[src/rtl/otgc_pkg.sv]
package otgc_pkg;
   // ***********************************
   // timing
   // ***********************************
   localparam int unsigned CLK_HZ      = 25_000_000;
   localparam int unsigned CYC_PER_MS  = CLK_HZ / 1000;
   localparam int unsigned HICCUP_S    = 3;
   localparam int unsigned HICCUP_CYC_DEF = HICCUP_S * CLK_HZ;
   localparam int unsigned BLINK_HZ    = 1;
   localparam int unsigned BLINK_CYC_DEF  = CLK_HZ / (2 * BLINK_HZ);
   localparam int unsigned EXIT_MS     = 32;
   localparam int unsigned EXIT_CYC_DEF   = EXIT_MS * CYC_PER_MS;
   // delay tables: plain defaults in ms
   localparam int unsigned LL_DLY_MS [4] = '{1, 2, 4, 8};
   localparam int unsigned EN_DLY_MS [4] = '{1, 2, 4, 8};
   localparam int unsigned LL_DLY_CYC_DEF [4] = '{LL_DLY_MS[0] * CYC_PER_MS, LL_DLY_MS[1] * CYC_PER_MS,
                                                   LL_DLY_MS[2] * CYC_PER_MS, LL_DLY_MS[3] * CYC_PER_MS};
   localparam int unsigned EN_DLY_CYC_DEF [4] = '{EN_DLY_MS[0] * CYC_PER_MS, EN_DLY_MS[1] * CYC_PER_MS,
                                                   EN_DLY_MS[2] * CYC_PER_MS, EN_DLY_MS[3] * CYC_PER_MS};
   localparam int unsigned TMR_W       = 27;
   localparam int unsigned NSTAT_DEF   = 8;

   // ***********************************
   // reverse-power states
   // ***********************************
   typedef enum logic [2:0] {
      ST_OFF,
      ST_RESET,
      ST_SOFTSTART,
      ST_REGULATE,
      ST_LIGHT_LOAD_OFF,
      ST_OVERLOAD_RETRY
   } otgc_state_t;

   // ***********************************
   // host controller registers
   // ***********************************
   localparam int unsigned ADDR_W     = 4;
   localparam int unsigned DATA_W     = 8;
   localparam logic [3:0] OFS_CTRL    = 4'h0;
   localparam logic [3:0] OFS_CMD     = 4'h1;
   localparam logic [3:0] OFS_STATUS  = 4'h2;
   localparam logic [7:0] CTRL_RESET  = 8'h00;
   localparam int unsigned CTRL_REQ   = 0;
   localparam int unsigned CTRL_CHG   = 1;
   localparam int unsigned CTRL_ALLOW = 2;
   localparam int unsigned CTRL_HIZ   = 3;
   localparam int unsigned CTRL_THIGN = 4;
   localparam int unsigned CTRL_GPIO  = 5;
   localparam int unsigned CMD_EXIT   = 0;
   localparam int unsigned CMD_READ   = 1;
   localparam int unsigned ST_BUSY    = 0;
   localparam int unsigned ST_SEEN    = 1;
   localparam int unsigned ST_CHGN    = 2;
   localparam int unsigned ST_GPIO    = 3;
   localparam int unsigned ST_ALERTN  = 4;
endpackage

[src/rtl/otgc_link_if.sv]
`timescale 1ns/1ps
interface otgc_link_if;
   logic reverse_power_request_n;
   logic charge_request;
   logic storage_exit_n;
   logic charge_status_oe_n;
   logic alert_oe_n;
   logic gpio_o;
   logic gpio_oe_n;
   // serial-bus stand-ins
   logic reverse_power_allow;
   logic high_impedance_mode;
   logic thermistor_ignore;
   logic gpio_sel;
   logic status_read;
   // resolved open-drain / two-way levels, pulled up when released
   logic charge_status_n;
   logic alert_n;
   logic comp_or_gpio_pin;
   assign charge_status_n  = charge_status_oe_n;
   assign alert_n          = alert_oe_n;
   assign comp_or_gpio_pin = gpio_oe_n ? 1'b1 : gpio_o;

   modport dev (
      input  reverse_power_request_n, charge_request, storage_exit_n,
      input  reverse_power_allow, high_impedance_mode, thermistor_ignore, gpio_sel, status_read,
      input  comp_or_gpio_pin,
      output charge_status_oe_n, alert_oe_n, gpio_o, gpio_oe_n
   );
   modport host (
      output reverse_power_request_n, charge_request, storage_exit_n,
      output reverse_power_allow, high_impedance_mode, thermistor_ignore, gpio_sel, status_read,
      input  charge_status_n, alert_n, comp_or_gpio_pin
   );
endinterface

[src/rtl/otgc_device.sv]
// Implementation choices: the address map and the plain strobed port.
`timescale 1ns/1ps
// Function
// light load past delay enters light-load off
// light-load off only in buck operation
// converter disabled in light-load off
// leave light-load off only on mode exit
// output undervoltage enters overload retry
// retry end returns to reset, repeats
// request honoured only when allow bit set
// request pin polarity selectable, low default
// charge request high enables charging
// status low while charging, else released
// status blinks at one hertz on fault
// alert low on any status change
// mask bits block alert per source
// alert held until status read
// alert stays while fault persists
// storage exit pin low 32ms leaves storage
// comp pin usable as gpio when unused
// host sets thermistor ignore when unused
// reset state start delay then softstart
// light-load off only from regulation
// light-load timer restarts when load rises
// retry timer cleared on every entry
module otgc_device
   import otgc_pkg::*;
#(
   parameter int unsigned HICCUP_CYC     = HICCUP_CYC_DEF,
   parameter int unsigned BLINK_CYC      = BLINK_CYC_DEF,
   parameter int unsigned EXIT_CYC       = EXIT_CYC_DEF,
   parameter int unsigned LL_DLY_CYC [4] = LL_DLY_CYC_DEF,
   parameter int unsigned EN_DLY_CYC [4] = EN_DLY_CYC_DEF,
   parameter int unsigned NSTAT          = NSTAT_DEF
) (
   input  wire logic             clk,
   input  wire logic             sys_rst,
   otgc_link_if.dev              lnk,
   input  wire logic             req_active_high,
   input  wire logic [1:0]       light_load_delay_sel,
   input  wire logic [1:0]       reverse_start_delay_sel,
   input  wire logic             light_load,
   input  wire logic             buck_mode,
   input  wire logic             out_uv,
   input  wire logic             faults_clear,
   input  wire logic             softstart_done,
   input  wire logic             major_fault,
   input  wire logic             charging,
   input  wire logic             charge_fault,
   input  wire logic [NSTAT-1:0] status,
   input  wire logic [NSTAT-1:0] status_mask,
   input  wire logic             fault_present,
   input  wire logic             gpio_out,
   output otgc_state_t           state,
   output logic                  converter_en,
   output logic                  charge_enable,
   output logic                  storage_mode,
   output logic                  gpio_in,
   output logic                  temp_sense_en
);
   // ***********************************
   // mode request
   // ***********************************
   otgc_state_t      state_q;
   otgc_state_t      state_d;
   logic [TMR_W-1:0] tmr_q;
   logic             tmr_run;
   logic             req_level;
   logic             mode_on;
   logic             storage_q;

   assign req_level = req_active_high ? lnk.reverse_power_request_n : ~lnk.reverse_power_request_n;
   assign mode_on   = req_level & lnk.reverse_power_allow & ~lnk.high_impedance_mode & ~storage_q;

   function automatic logic tmr_done(input logic [TMR_W-1:0] t, input int unsigned cyc);
      tmr_done = (t == TMR_W'(cyc - 1));
   endfunction

   // ***********************************
   // reverse-power state machine
   // ***********************************
   always_comb begin
      state_d = state_q;
      tmr_run = 1'b0;
      if (!mode_on) begin
         state_d = ST_OFF;
      end else begin
         unique case (state_q)
            ST_OFF: begin
               state_d = ST_RESET;
            end
            ST_RESET: begin
               tmr_run = faults_clear;
               if (faults_clear && tmr_done(tmr_q, EN_DLY_CYC[reverse_start_delay_sel])) begin
                  state_d = ST_SOFTSTART;
               end
            end
            ST_SOFTSTART: begin
               if (major_fault) begin
                  state_d = ST_RESET;
               end else if (softstart_done) begin
                  state_d = ST_REGULATE;
               end
            end
            ST_REGULATE: begin
               if (major_fault) begin
                  state_d = ST_RESET;
               end else if (out_uv) begin
                  state_d = ST_OVERLOAD_RETRY;
               end else begin
                  // boost and buck-boost never start the timer
                  tmr_run = light_load & buck_mode;
                  if (tmr_run && tmr_done(tmr_q, LL_DLY_CYC[light_load_delay_sel])) begin
                     state_d = ST_LIGHT_LOAD_OFF;
                  end
               end
            end
            ST_LIGHT_LOAD_OFF: begin
               state_d = ST_LIGHT_LOAD_OFF;
            end
            ST_OVERLOAD_RETRY: begin
               tmr_run = 1'b1;
               if (tmr_done(tmr_q, HICCUP_CYC)) begin
                  state_d = ST_RESET;
               end
            end
         endcase
      end
   end

   always_ff @(posedge clk) begin
      if (sys_rst) begin
         state_q <= ST_OFF;
      end else begin
         state_q <= state_d;
      end
   end

   // one timer serves the reset, regulate and retry states; any transition restarts it
   always_ff @(posedge clk) begin
      if (sys_rst || state_d != state_q || !tmr_run) begin
         tmr_q <= '0;
      end else begin
         tmr_q <= tmr_q + TMR_W'(1);
      end
   end

   always_ff @(posedge clk) begin
      if (sys_rst) begin
         converter_en <= 1'b0;
      end else begin
         // registered from next state so the enable tracks the state flop
         converter_en <= (state_d == ST_SOFTSTART) || (state_d == ST_REGULATE);
      end
   end

   assign state = state_q;

   // ***********************************
   // charge pins
   // ***********************************
   logic [TMR_W-1:0] blink_cnt_q;
   logic             blink_q;

   always_ff @(posedge clk) begin
      if (sys_rst) begin
         charge_enable <= 1'b0;
      end else begin
         charge_enable <= lnk.charge_request;
      end
   end

   always_ff @(posedge clk) begin
      if (sys_rst || !charge_fault) begin
         blink_cnt_q <= '0;
         blink_q     <= 1'b0;
      end else if (tmr_done(blink_cnt_q, BLINK_CYC)) begin
         blink_cnt_q <= '0;
         blink_q     <= ~blink_q;
      end else begin
         blink_cnt_q <= blink_cnt_q + TMR_W'(1);
      end
   end

   always_ff @(posedge clk) begin
      if (sys_rst) begin
         lnk.charge_status_oe_n <= 1'b1;
      end else if (charge_fault) begin
         lnk.charge_status_oe_n <= ~blink_q;
      end else begin
         lnk.charge_status_oe_n <= ~charging;
      end
   end

   // ***********************************
   // alert
   // ***********************************
   logic [NSTAT-1:0] status_prev_q;
   logic             change;

   assign change = |((status ^ status_prev_q) & ~status_mask);

   always_ff @(posedge clk) begin
      if (sys_rst) begin
         status_prev_q <= '0;
      end else begin
         status_prev_q <= status;
      end
   end

   // a new change in the read cycle wins over the clear; pin comes straight from this flop
   always_ff @(posedge clk) begin
      if (sys_rst) begin
         lnk.alert_oe_n <= 1'b1;
      end else if (change) begin
         lnk.alert_oe_n <= 1'b0;
      end else if (lnk.status_read && !fault_present) begin
         lnk.alert_oe_n <= 1'b1;
      end
   end

   // ***********************************
   // storage exit, gpio, thermistor
   // ***********************************
   logic [TMR_W-1:0] exit_cnt_q;

   always_ff @(posedge clk) begin
      if (sys_rst || lnk.storage_exit_n || !storage_q) begin
         exit_cnt_q <= '0;
      end else begin
         exit_cnt_q <= exit_cnt_q + TMR_W'(1);
      end
   end

   // power-up lands in storage mode
   always_ff @(posedge clk) begin
      if (sys_rst) begin
         storage_q <= 1'b1;
      end else if (!lnk.storage_exit_n && tmr_done(exit_cnt_q, EXIT_CYC)) begin
         storage_q <= 1'b0;
      end
   end

   assign storage_mode = storage_q;

   // gpio drive drops whenever reverse power is in use: the pin is compensation then
   always_ff @(posedge clk) begin
      if (sys_rst) begin
         lnk.gpio_oe_n <= 1'b1;
         lnk.gpio_o    <= 1'b0;
         gpio_in       <= 1'b0;
         temp_sense_en <= 1'b0;
      end else begin
         lnk.gpio_oe_n <= ~(lnk.gpio_sel & ~mode_on);
         lnk.gpio_o    <= gpio_out;
         gpio_in       <= lnk.comp_or_gpio_pin;
         temp_sense_en <= ~lnk.thermistor_ignore;
      end
   end
endmodule

[src/flat_wrapper.sv]
// flat-port wrapper written by rule: the top's interface ports become plain ports
module otgc_device_flat import otgc_pkg::*;
#(
   parameter int unsigned HICCUP_CYC     = HICCUP_CYC_DEF,
   parameter int unsigned BLINK_CYC      = BLINK_CYC_DEF,
   parameter int unsigned EXIT_CYC       = EXIT_CYC_DEF,
   parameter int unsigned LL_DLY_CYC [4] = LL_DLY_CYC_DEF,
   parameter int unsigned EN_DLY_CYC [4] = EN_DLY_CYC_DEF,
   parameter int unsigned NSTAT          = NSTAT_DEF
)
  (clk, sys_rst, req_active_high, light_load_delay_sel, reverse_start_delay_sel, light_load, buck_mode, out_uv, faults_clear, softstart_done, major_fault, charging, charge_fault, status, status_mask, fault_present, gpio_out, state, converter_en, charge_enable, storage_mode, gpio_in, temp_sense_en, lnk_reverse_power_request_n, lnk_charge_request, lnk_storage_exit_n, lnk_reverse_power_allow, lnk_high_impedance_mode, lnk_thermistor_ignore, lnk_gpio_sel, lnk_status_read, lnk_charge_status_oe_n, lnk_alert_oe_n, lnk_gpio_o, lnk_gpio_oe_n);
  otgc_link_if lnk_i ();
  input  wire logic clk;
  input  wire logic sys_rst;
  input  wire logic req_active_high;
  input  wire logic [1:0] light_load_delay_sel;
  input  wire logic [1:0] reverse_start_delay_sel;
  input  wire logic light_load;
  input  wire logic buck_mode;
  input  wire logic out_uv;
  input  wire logic faults_clear;
  input  wire logic softstart_done;
  input  wire logic major_fault;
  input  wire logic charging;
  input  wire logic charge_fault;
  input  wire logic [NSTAT-1:0] status;
  input  wire logic [NSTAT-1:0] status_mask;
  input  wire logic fault_present;
  input  wire logic gpio_out;
  output otgc_state_t state;
  output logic converter_en;
  output logic charge_enable;
  output logic storage_mode;
  output logic gpio_in;
  output logic temp_sense_en;
  input wire logic [$bits(lnk_i.reverse_power_request_n)-1:0] lnk_reverse_power_request_n;
  input wire logic [$bits(lnk_i.charge_request)-1:0] lnk_charge_request;
  input wire logic [$bits(lnk_i.storage_exit_n)-1:0] lnk_storage_exit_n;
  input wire logic [$bits(lnk_i.reverse_power_allow)-1:0] lnk_reverse_power_allow;
  input wire logic [$bits(lnk_i.high_impedance_mode)-1:0] lnk_high_impedance_mode;
  input wire logic [$bits(lnk_i.thermistor_ignore)-1:0] lnk_thermistor_ignore;
  input wire logic [$bits(lnk_i.gpio_sel)-1:0] lnk_gpio_sel;
  input wire logic [$bits(lnk_i.status_read)-1:0] lnk_status_read;
  output wire logic [$bits(lnk_i.charge_status_oe_n)-1:0] lnk_charge_status_oe_n;
  output wire logic [$bits(lnk_i.alert_oe_n)-1:0] lnk_alert_oe_n;
  output wire logic [$bits(lnk_i.gpio_o)-1:0] lnk_gpio_o;
  output wire logic [$bits(lnk_i.gpio_oe_n)-1:0] lnk_gpio_oe_n;
  assign lnk_i.reverse_power_request_n = lnk_reverse_power_request_n;
  assign lnk_i.charge_request = lnk_charge_request;
  assign lnk_i.storage_exit_n = lnk_storage_exit_n;
  assign lnk_i.reverse_power_allow = lnk_reverse_power_allow;
  assign lnk_i.high_impedance_mode = lnk_high_impedance_mode;
  assign lnk_i.thermistor_ignore = lnk_thermistor_ignore;
  assign lnk_i.gpio_sel = lnk_gpio_sel;
  assign lnk_i.status_read = lnk_status_read;
  assign lnk_charge_status_oe_n = lnk_i.charge_status_oe_n;
  assign lnk_alert_oe_n = lnk_i.alert_oe_n;
  assign lnk_gpio_o = lnk_i.gpio_o;
  assign lnk_gpio_oe_n = lnk_i.gpio_oe_n;
  otgc_device #(.HICCUP_CYC(HICCUP_CYC), .BLINK_CYC(BLINK_CYC), .EXIT_CYC(EXIT_CYC), .LL_DLY_CYC(LL_DLY_CYC), .EN_DLY_CYC(EN_DLY_CYC), .NSTAT(NSTAT)) u_core (.clk(clk), .sys_rst(sys_rst), .lnk(lnk_i), .req_active_high(req_active_high), .light_load_delay_sel(light_load_delay_sel), .reverse_start_delay_sel(reverse_start_delay_sel), .light_load(light_load), .buck_mode(buck_mode), .out_uv(out_uv), .faults_clear(faults_clear), .softstart_done(softstart_done), .major_fault(major_fault), .charging(charging), .charge_fault(charge_fault), .status(status), .status_mask(status_mask), .fault_present(fault_present), .gpio_out(gpio_out), .state(state), .converter_en(converter_en), .charge_enable(charge_enable), .storage_mode(storage_mode), .gpio_in(gpio_in), .temp_sense_en(temp_sense_en));
endmodule
[config.mk]
export PLATFORM = sky130hd
export DESIGN_NAME = otgc_device_flat
export DESIGN_NICKNAME = d
export VERILOG_FILES = /design/src/rtl/otgc_pkg.sv /design/src/rtl/otgc_link_if.sv /design/src/rtl/otgc_device.sv /design/src/flat_wrapper.sv
export SDC_FILE = /design/constraint.sdc
export NUM_CORES = 1
export LEC_CHECK = 0
export ABC_AREA = 1
export BUFFER_PORTS_ARGS = -buffer_cell sky130_fd_sc_hd__buf_2
export CORE_ASPECT_RATIO = 1.25
export CORE_MARGIN = 2
export CORE_UTILIZATION = 30
export DETAILED_ROUTE_END_ITERATION = 10
export HOLD_SLACK_MARGIN = 0.02
export PLACE_DENSITY = 0.45
export SLEW_MARGIN = 20
export SYNTH_ARGS = -nofsm -noshare
export SYNTH_HDL_FRONTEND = slang
export SYNTH_SLANG_ARGS = --single-unit
[constraint.sdc]
create_clock -name clk -period 3.47 [get_ports clk]
set_clock_uncertainty 0.1 [all_clocks]
set_input_delay 0.694 -clock clk [delete_from_list [all_inputs] [get_ports clk]]
set_output_delay 0.694 -clock clk [all_outputs]
set_load 0.03 [all_outputs]
### Word-level counts from Yosys, hierarchy flattened

Index checks and enable logic that the tools add are counted.

* output and inout bits: 12
* logic and storage cells: 96
* bits in registers: 102

* bitwise logic cells: 18
* eq/ne operators: 13
* reduce and logical (&&, ||, !) cells: 19
* magnitude comparators: 2
* muxes and demuxes: 24
* add/subtract/negate cells: 5

Operators by type and width (count)
* $bmux W32 S2: 2
* $mux W27: 4
* $add A27 B1 Y27 const B: 3
* $eq A27 B27 Y1: 2
* $sub A27 B1 Y27 const B: 2
* $eq A27 B20 Y1 const B: 1
* $eq A27 B24 Y1 const B: 1
* $eq A27 B27 Y1 const B: 1
* $mux W3: 8
* $pmux W3 S6: 1
* $eq A3 B2 Y1 const B: 4
* $and A8 B8 Y8: 1
* $mux W1: 8
* $not A1 Y1: 8
* $not A8 Y8: 1
* $reduce_or A8 Y1: 1
* $xor A8 B8 Y8: 1
* $eq A3 B3 Y1 const B: 2
* $ge A3 B3 Y1 const B: 2
* $logic_or A1 B1 Y1: 6
* $not A2 Y3: 2
* $and A1 B1 Y1: 5
* $logic_not A1 Y1: 5
* $logic_and A1 B1 Y1: 4
* other kinds (6): 6

### Logic depth before layout (Yosys ltp)

Gate-level depths: netlist of run 1.

* depth after elaboration: 15
* depth in mapped cells: 20
* gate-level depth less buffers: 19

### Least setup slack after synthesis of run 1

No wires, ideal clock.

* path kind: input-to-reg
* from: input port light_load_delay_sel[0]
* to: register u_core.tmr_q[15]
* path buffers: 1
* cell stages on the path: 19
* data arrival time: 2.479 ns
* setup time: 0.119 ns
* setup slack: 0.772 ns
* data required time: 3.251 ns
* cell sequence: inv_1 -> ha_1 -> inv_1 -> ha_1 -> inv_1 -> nand2_1 -> nand2_1 -> nand3_1 -> nor2_1 -> nand3_1 -> nor2_1 -> nand2_1 -> nand2_1 -> nand2_1 -> nand2_1 -> nand3_1 -> nand2_2 -> buf_6 -> nor3_2

* word-level cells in the longest chain between the ends: 15

RTL lines
* start: declaration: RTL line flat_wrapper.sv:16 `input wire logic [1:0] light_load_delay_sel;`
* $not A2 Y3 (not written as such): RTL line otgc_device.sv:113 `if (tmr_run && tmr_done(tmr_q, LL_DLY_CYC[light_load_delay_sel])) begin`
* $bmux W32 S2: RTL line otgc_device.sv:113
* $mux W27 (not written as such) (2 in series): RTL line otgc_device.sv:113
* $sub A27 B1 Y27: RTL line otgc_device.sv:76 `tmr_done = (t == TMR_W'(cyc - 1));`
* $eq A27 B27 Y1: RTL line otgc_device.sv:76
* $logic_and A1 B1 Y1: RTL line otgc_device.sv:113
* $mux W3: RTL line otgc_device.sv:113
* $mux W3: RTL line otgc_device.sv:108 `end else if (out_uv) begin`
* $mux W3: RTL line otgc_device.sv:106 `if (major_fault) begin`
* $pmux W3 S6: RTL line otgc_device.sv:88 `unique case (state_q)`
* $mux W3: RTL line otgc_device.sv:85 `if (!mode_on) begin`
* $ne A3 B3 Y1: RTL line otgc_device.sv:141 `if (sys_rst || state_d != state_q || !tmr_run) begin`
* $logic_or A1 B1 Y1 (2 in series): RTL line otgc_device.sv:141
* end signal: assignment: RTL line otgc_device.sv:144 `tmr_q <= tmr_q + TMR_W'(1);`
* end: declaration: RTL line otgc_device.sv:66 `logic [TMR_W-1:0] tmr_q;`

Every way passes these cells. The select of a mux whose other input is x is not followed.
A chain may end at the register's enable or synchronous reset.

### Worst setup path after layout of run 1

* from: input port light_load_delay_sel[0]
* to: register u_core.tmr_q[18]

The elaborated chain is that of the path after synthesis.

==> flow_summary_export.csv, run 1 <==
group,metric,value,unit
placed_design,placed_cell_area,0.006319,mm^2
setup_path,path_cells,"buf_2 > inv_1 > ha_1 > inv_1 > ha_1 > inv_1 > nand2_1 > nand2_1 > nand3_1 > nor2_1 > nand3_1 > nor2_1 > nand2_1 > nand2_2 > nand2_4 > nand3_2 > nand3_4 > buf_12 > nor3_2",
cts,clock_path_buffers,2,
synth,ys_seq_elements,102,
setup_path,critPathTopFamily,"simple AND/OR/NAND/NOR gates",
timing,slew_headroom,61.15,%
route,wl_met1,6.665,mm
timing,setup_viol_count_final,0,
setup_path,end_kind,"flip-flop",
layout,n_antenna_cell,0,
flow_run,cap_viol_max_count,0,
cts,clkTransAtPathRegs,0.06,ns
route,drt-initial-drc-count,206,
timing,min_period,2.839,ns
cts,hold_buffers,0,
layout,areaGrowthSynthToFinish,13.58,%
cts,worstSkewPairLatency,0.35,ns
setup_path,start_kind,"primary input",
route,drt_pass1_iterations,4,
setup_path,critical_path.max_stage_delay,0.31,ns
timing,final_max_slew_viol_count,0,
floorplanning,coreArea,0.01885,mm^2
cts,cts_tree,"done",
power_and_ir_drop,p_int,1.758,mW
layout,multi_input_area,0.003146,mm^2
power_and_ir_drop,ir_drop,209.8,uV
route,postRouteAntennaNets,0,
grt,grt_pass1_vias,5225,
route,routedWlPerCell,13.05,um
timing,min_period_over_period,81.81,%
floorplanning,row_count,56,
power_and_ir_drop,pwr-share-seq,52.0,%
floorplanning,die_w,128.3,um
synth,synthArstFlopShare,0,%
setup_path,crit_path_top_delay_cell,"ha_1",
power_and_ir_drop,clkPwrFrac,41.2,%
grt,grt_start_max_net_pins,28,
setup_path,worstPathArrival,3.01,ns
power_and_ir_drop,power_leakage,2.496,nW
layout,drive_gt1_share,14.41,%
run_status,status,"complete, no violations",
cts,cts_sinks,102,
synth,syn-num-nets,890,
layout,finalInstanceArea,0.006583,mm^2
synth,synth_edf_count,0,
grt,overflow,0,
cts,htree_levels,3,
placed_design,dp_hpwl,11.26,mm
timing,worst_pin_slew,0.5782,ns
power_and_ir_drop,swShare,23.01,%
floorplanning,io-pin-count,53,
timing,hold_viol,0,
route,drc,0,
synth,synth_ff_type,"dfxtp_1",
grt,gr-usage-all-layers,15.07,%
cts,cts_inserted_buffers,9,
cts,cts-root-buf,"clkbuf_16",
setup_path,criticalPathCategory,"in2reg",
setup_path,path_max_fanout,15,
synth,ys_warn_count,0,
power_and_ir_drop,combPwrFrac,6.8,%
power_and_ir_drop,p_switching,0.5256,mW
worst_hold_path,min_path_type,"reg2reg",
power_and_ir_drop,power-per-cell-area,347.0,mW/mm^2
layout,seq_area,0.002042,mm^2
floorplanning,die-area,0.02045,mm^2
setup_path,worstPathRequired,3.64,ns
grt,antenna_found_initial,0,
route,routed-wl-met3,315,um
grt,grt_pass1_wl,25.07,mm
setup_path,crit_buf_inv,5,
floorplanning,fp.dieH,159.4,um
route,vias_per_cell,4.579,
synth,ys_seq_area_share,35.23,%
route,vias,5129,
timing,fmax,352.2,MHz
route,dr.max_layer_used,"met4",
placed_design,gp_congestion,0.8017,
cts,cts_resized,0,
floorplanning,start_util,30.75,%
layout,nFillCells,2058,
route,wl_met2,7.384,mm
placed_design,portBuffers,52,
route,wl,14.62,mm
timing,rsz0062_at_grt,"false",
timing,hold_slack,0.3547,ns
synth,postSynthCellCount,832,
synth,synth_area_per_cell,6.966,um^2
synth,yosysUniqueCellTypes,41,
power_and_ir_drop,total_power,2.284,mW
timing,fin_setup_tns,0,ns
cts,post_cts_buffers,0,
synth,syn_area,0.005796,mm^2
layout,nNetsFinal,944,
[layout by cell type (no fill, tap or decap), types with 15 or more instances in the layout]
cell type and instances:
a21oi_1 37, buf_2 52, dfxtp_1 102, ha_1 17, inv_1 128, nand2_1 157, nand3_1 49, nand4_1 21
nor2_1 115, nor3_1 37, nor3_2 21, o21ai_0 18, xnor2_1 15, xor2_1 25
[stage by stage]
step | worst slack (ns) | util [%] | std cells
after floorplan | 0.7717 | - | 832
after global placement | 0.3141 | 33.52 | 1107
after detailed placement | 0.2483 | 33.52 | 1107
after CTS | 0.6103 | 34.92 | 1120
after global routing | 0.3786 | 34.92 | 1120
final | 0.6311 | 34.92 | 1120
[cell usage after synthesis, types with 6 or more instances]
master,instances,area [um^2]
a21oi_1,37,185.2
buf_2,6,30.03
dfxtp_1,102,2042
ha_1,17,212.7
inv_1,128,480.5
inv_2,8,30.03
nand2_1,157,589.3
nand3_1,49,245.2
nand4_1,21,131.4
nor2_1,115,431.7
nor2_2,13,81.33
nor3_1,37,185.2
nor3_2,21,210.2
nor3b_1,8,60.06
nor4_1,9,56.30
o21ai_0,18,90.09
xnor2_1,15,131.4
xor2_1,25,219.0
[registers in the layout, summed over array words and instances (netlist names), 3 cells and up]
signal                count
u_core.blink_cnt_q       27
u_core.state              3
u_core.status_prev_q      8
u_core.tmr_q             27
u_core.exit_cnt_q        27
[cell type report]
| class | instances | area share, % |
|---|---|---|
| Inverter | 136 | 7.755 |
| Tap cell | 232 | 4.410 |
| Sequential cell | 102 | 31.02 |
| Clock inverter | 1 | 0.1140 |
| Timing Repair Buffer | 58 | 5.018 |
| Multi-Input combinational cell | 579 | 47.79 |
| Clock buffer | 12 | 3.897 |
[layer usage]
layer  vias to the layer above  GRT usage, %
li1                       2768             -
met5                         -             0
met3                        16         2.487
met2                        42         26.96
met1                      2303         18.16
met4                         0         4.795
[cells by family (layout without fill, tap and decap cells)]
logic type	Yosys count	in the layout	share of synthesized area, %
AO/OA/AOI/OAI	75	75	7.427
XOR/XNOR	40	40	6.045
adder cells (fa/ha/maj)	17	17	3.670
buffers and inverters	151	207	10.49
flip-flops	102	102	35.23
AND/OR/NAND/NOR	447	447	37.13
[power by group through the flow]
stage          clock network [mW]  logic, mW  registers (mW)
4_1_cts                     0.992      0.157            1.19
3_5_place_dp                    0      0.156            1.22
6_report                    0.941      0.155            1.19
3_3_place_gp                    0      0.156            1.22
5_1_grt                      1.02      0.178            1.19
2_1_floorplan                   0     0.0873            1.22
[worst paths after layout]
kind / startpoint / end / slack [ns] / depth (start not counted)
min reg2reg: u_core.exit_cnt_q[0] / u_core.exit_cnt_q[0] / 0.35 / 1
max: light_load_delay_sel[0] / u_core.tmr_q[18] / 0.63 / 19
min: u_core.exit_cnt_q[0] / u_core.exit_cnt_q[0] / 0.35 / 1
max reg2reg: u_core.tmr_q[0] / u_core.tmr_q[18] / 1.14 / 14
No activity file was read; power rests on OpenSTA's default activity.
==> inputs of run 2 (changes only) <==
==> constraint.sdc (replaced) <==
create_clock -name clk -period 2.77 [get_ports clk]
set_clock_uncertainty 0.1 [all_clocks]
set_input_delay 0.554 -clock clk [delete_from_list [all_inputs] [get_ports clk]]
set_output_delay 0.554 -clock clk [all_outputs]
set_load 0.03 [all_outputs]
==> run 2 against run 1 <==
  * Core utilization grew 0.58 points
  * Via count grew 2.4%
  * Sequential share of layout area shrank 0.51 points
  * Critical path depth grew 1
  * Final cell count grew 1.2%
  * Worst hold slack lost 0.10 ns
  * Global-route usage grew 0.17 points
  * Routed wire length grew 3.1%
  * Worst setup slack lost 0.32 ns
  * Sequential power grew 25%
  * Power grew 31%
  * Critical endpoint is now u_core.tmr_q[2]
==> flow_summary_export.csv, run 2 (synthesis gave the netlist of run 1 again) <==
group,metric,value,unit
run_status,status,"complete, no violations",
layout,n_antenna_cell,0,
layout,reg.largest.list,"u_core.blink_cnt_q: 27 flops, u_core.exit_cnt_q: 27 flops, u_core.tmr_q: 27 flops",
power_and_ir_drop,ir_drop,330.9,uV
power_and_ir_drop,power_leakage,2.564,nW
grt,grt_pass1_wl,24.99,mm
placed_design,dpl_worst_slack,-0.02299,ns
layout,final_cell_mix,"nand2_1, inv_1, nor2_1, dfxtp_1, buf_2",
setup_path,start_kind,"primary input",
grt,overflow,0,
setup_path,end_kind,"flip-flop",
layout,drive_gt1_share,15.54,%
cts,htree_levels,3,
grt,gr-usage-all-layers,15.24,%
grt,grt_start_max_net_pins,24,
placed_design,gp_congestion,0.8313,
floorplanning,row_count,56,
floorplanning,start_util,30.75,%
route,vias_per_cell,4.637,
route,routedWlPerCell,13.31,um
worst_hold_path,hp-start,"lnk_thermistor_ignore",
setup_path,worstPathRequired,2.94,ns
cts,cts-root-buf,"clkbuf_16",
floorplanning,die_w,128.3,um
timing,fmax,407.3,MHz
power_and_ir_drop,power-per-cell-area,446.0,mW/mm^2
floorplanning,fp.dieH,159.4,um
flow_run,cap_viol_max_count,0,
cts,hold_buffers,0,
placed_design,dp_hpwl,11.72,mm
timing,setup_viol_count_final,0,
worst_hold_path,min_to,"u_core.temp_sense_en",
timing,min_period_over_period,88.64,%
layout,stdcell_count,1133,
worst_hold_path,min_path_type,"in2reg",
placed_design,portBuffers,52,
timing,worst_pin_slew,0.5220,ns
setup_path,worstPathArrival,2.62,ns
cts,clock_path_buffers,2,
grt,grt_pass1_vias,5126,
cts,clkTransAtPathRegs,0.07,ns
floorplanning,die-area,0.02045,mm^2
layout,nNetsFinal,954,
cts,worstSkewPairLatency,0.35,ns
cts,cts_resized,0,
setup_path,reg2regPathDepth,11,
floorplanning,coreArea,0.01885,mm^2
setup_path,path_max_fanout,6,
setup_path,criticalPathCategory,"in2reg",
setup_path,reg2reg_to,"u_core.tmr_q[26]",
grt,antenna_found_initial,0,
route,drt-initial-drc-count,179,
layout,nFillCells,2034,
route,vias,5254,
timing,hold_viol,0,
route,drc,0,
timing,min_period,2.455,ns
timing,rsz0062_at_grt,"false",
power_and_ir_drop,total_power,2.985,mW
timing,final_max_slew_viol_count,0,
worst_hold_path,worstHoldPathCells,2,
cts,cts_inserted_buffers,9,
cts,cts_sinks,102,
cts,post_cts_buffers,0,
route,drt_pass1_iterations,4,
cts,cts_tree,"done",
setup_path,r2r-start,"u_core.tmr_q[0]",
floorplanning,io-pin-count,53,
layout,final_common_cell,"nand2_1",
setup_path,regToRegSetupSlack,0.52,ns
route,postRouteAntennaNets,0,
placed_design,dp.cells,1117,
layout,areaGrowthSynthToFinish,15.48,%
timing,slew_headroom,64.93,%
route,wl,15.08,mm
timing,fin_ws,0.3147,ns
## run 2: changes by cell type in the layout (fill, tap and decap cells not counted)
cell        change
buf_4          +10
inv_6           +2
bufinv_16       +1
clkbuf_1        +1
clkbuf_8        -1
clkinv_2        +1
clkinvlp_4      -1
## run 2: final cells by class
class	count	area, um^2	area share (%)
tap	232	290.3	4.337
multi-input combinational	579	3146	47.00
clock buffer	12	246.5	3.683
clock inverter	4	52.55	0.7852
inverter	136	510.5	7.628
timing repair buffer	68	405.4	6.057
sequential	102	2042	30.51
## run 2: worst max-delay path, stage by stage
cell     delay (ns)
buf_2          0.13
inv_1          0.08
buf_4          0.15
ha_1           0.23
nor2_2         0.15
nand2_1        0.08
nor2_2         0.10
nand2_1        0.07
nand3_1        0.07
nand2_1        0.05
nor2_1         0.11
nand2_1        0.12
nand2_1        0.07
nand2_1        0.05
nand2_1        0.07
nand2_1        0.07
nand2_1        0.08
nand2_2        0.09
buf_4          0.16
nor3_1         0.13
## run 2: layer usage
metal	part of all wire [%]	global-route usage, %	up-vias
met1	46	18.72	2380
met4	1.5	5.295	0
li1	-	-	2800
met2	50	27.27	60
met3	2.0	1.613	14
met5	0	0	-
## run 2: power by group
group | total (mW) | internal, mW | leakage (nW) | switching (mW)
Combinational | 0.200 | 0.0833 | 1.59 | 0.117
Sequential | 1.49 | 1.48 | 0.826 | 0.00753
Clock | 1.30 | 0.732 | 0.148 | 0.565
## run 2: worst max-delay path by stage
| stage | startpoint | endpoint | cells after the start |
|---|---|---|---|
| global placement | light_load_delay_sel[1] | u_core.tmr_q[5] | 21 |
| finish | light_load_delay_sel[0] | u_core.tmr_q[2] | 20 |
| global route | light_load_delay_sel[0] | u_core.tmr_q[21] | 20 |
| detailed placement | light_load_delay_sel[0] | u_core.tmr_q[0] | 20 |
| CTS | light_load_delay_sel[0] | u_core.tmr_q[0] | 20 |
| floorplan | light_load_delay_sel[0] | u_core.tmr_q[15] | 19 |
## run 2: stage by stage
stage / hold WS, ns / util [%] / TNS, ns / instance area (um^2)
final: 0.2515 / 35.51 / 0 / 6693
after global routing: 0.2471 / 35.51 / 0 / 6693
after CTS: 0.2347 / 35.51 / 0 / 6693
after detailed placement: 0.3416 / 33.92 / -0.1297 / 6394
after global placement: 0.3284 / 33.92 / 0 / 6394
after floorplan: 0.3175 / - / 0 / 5796
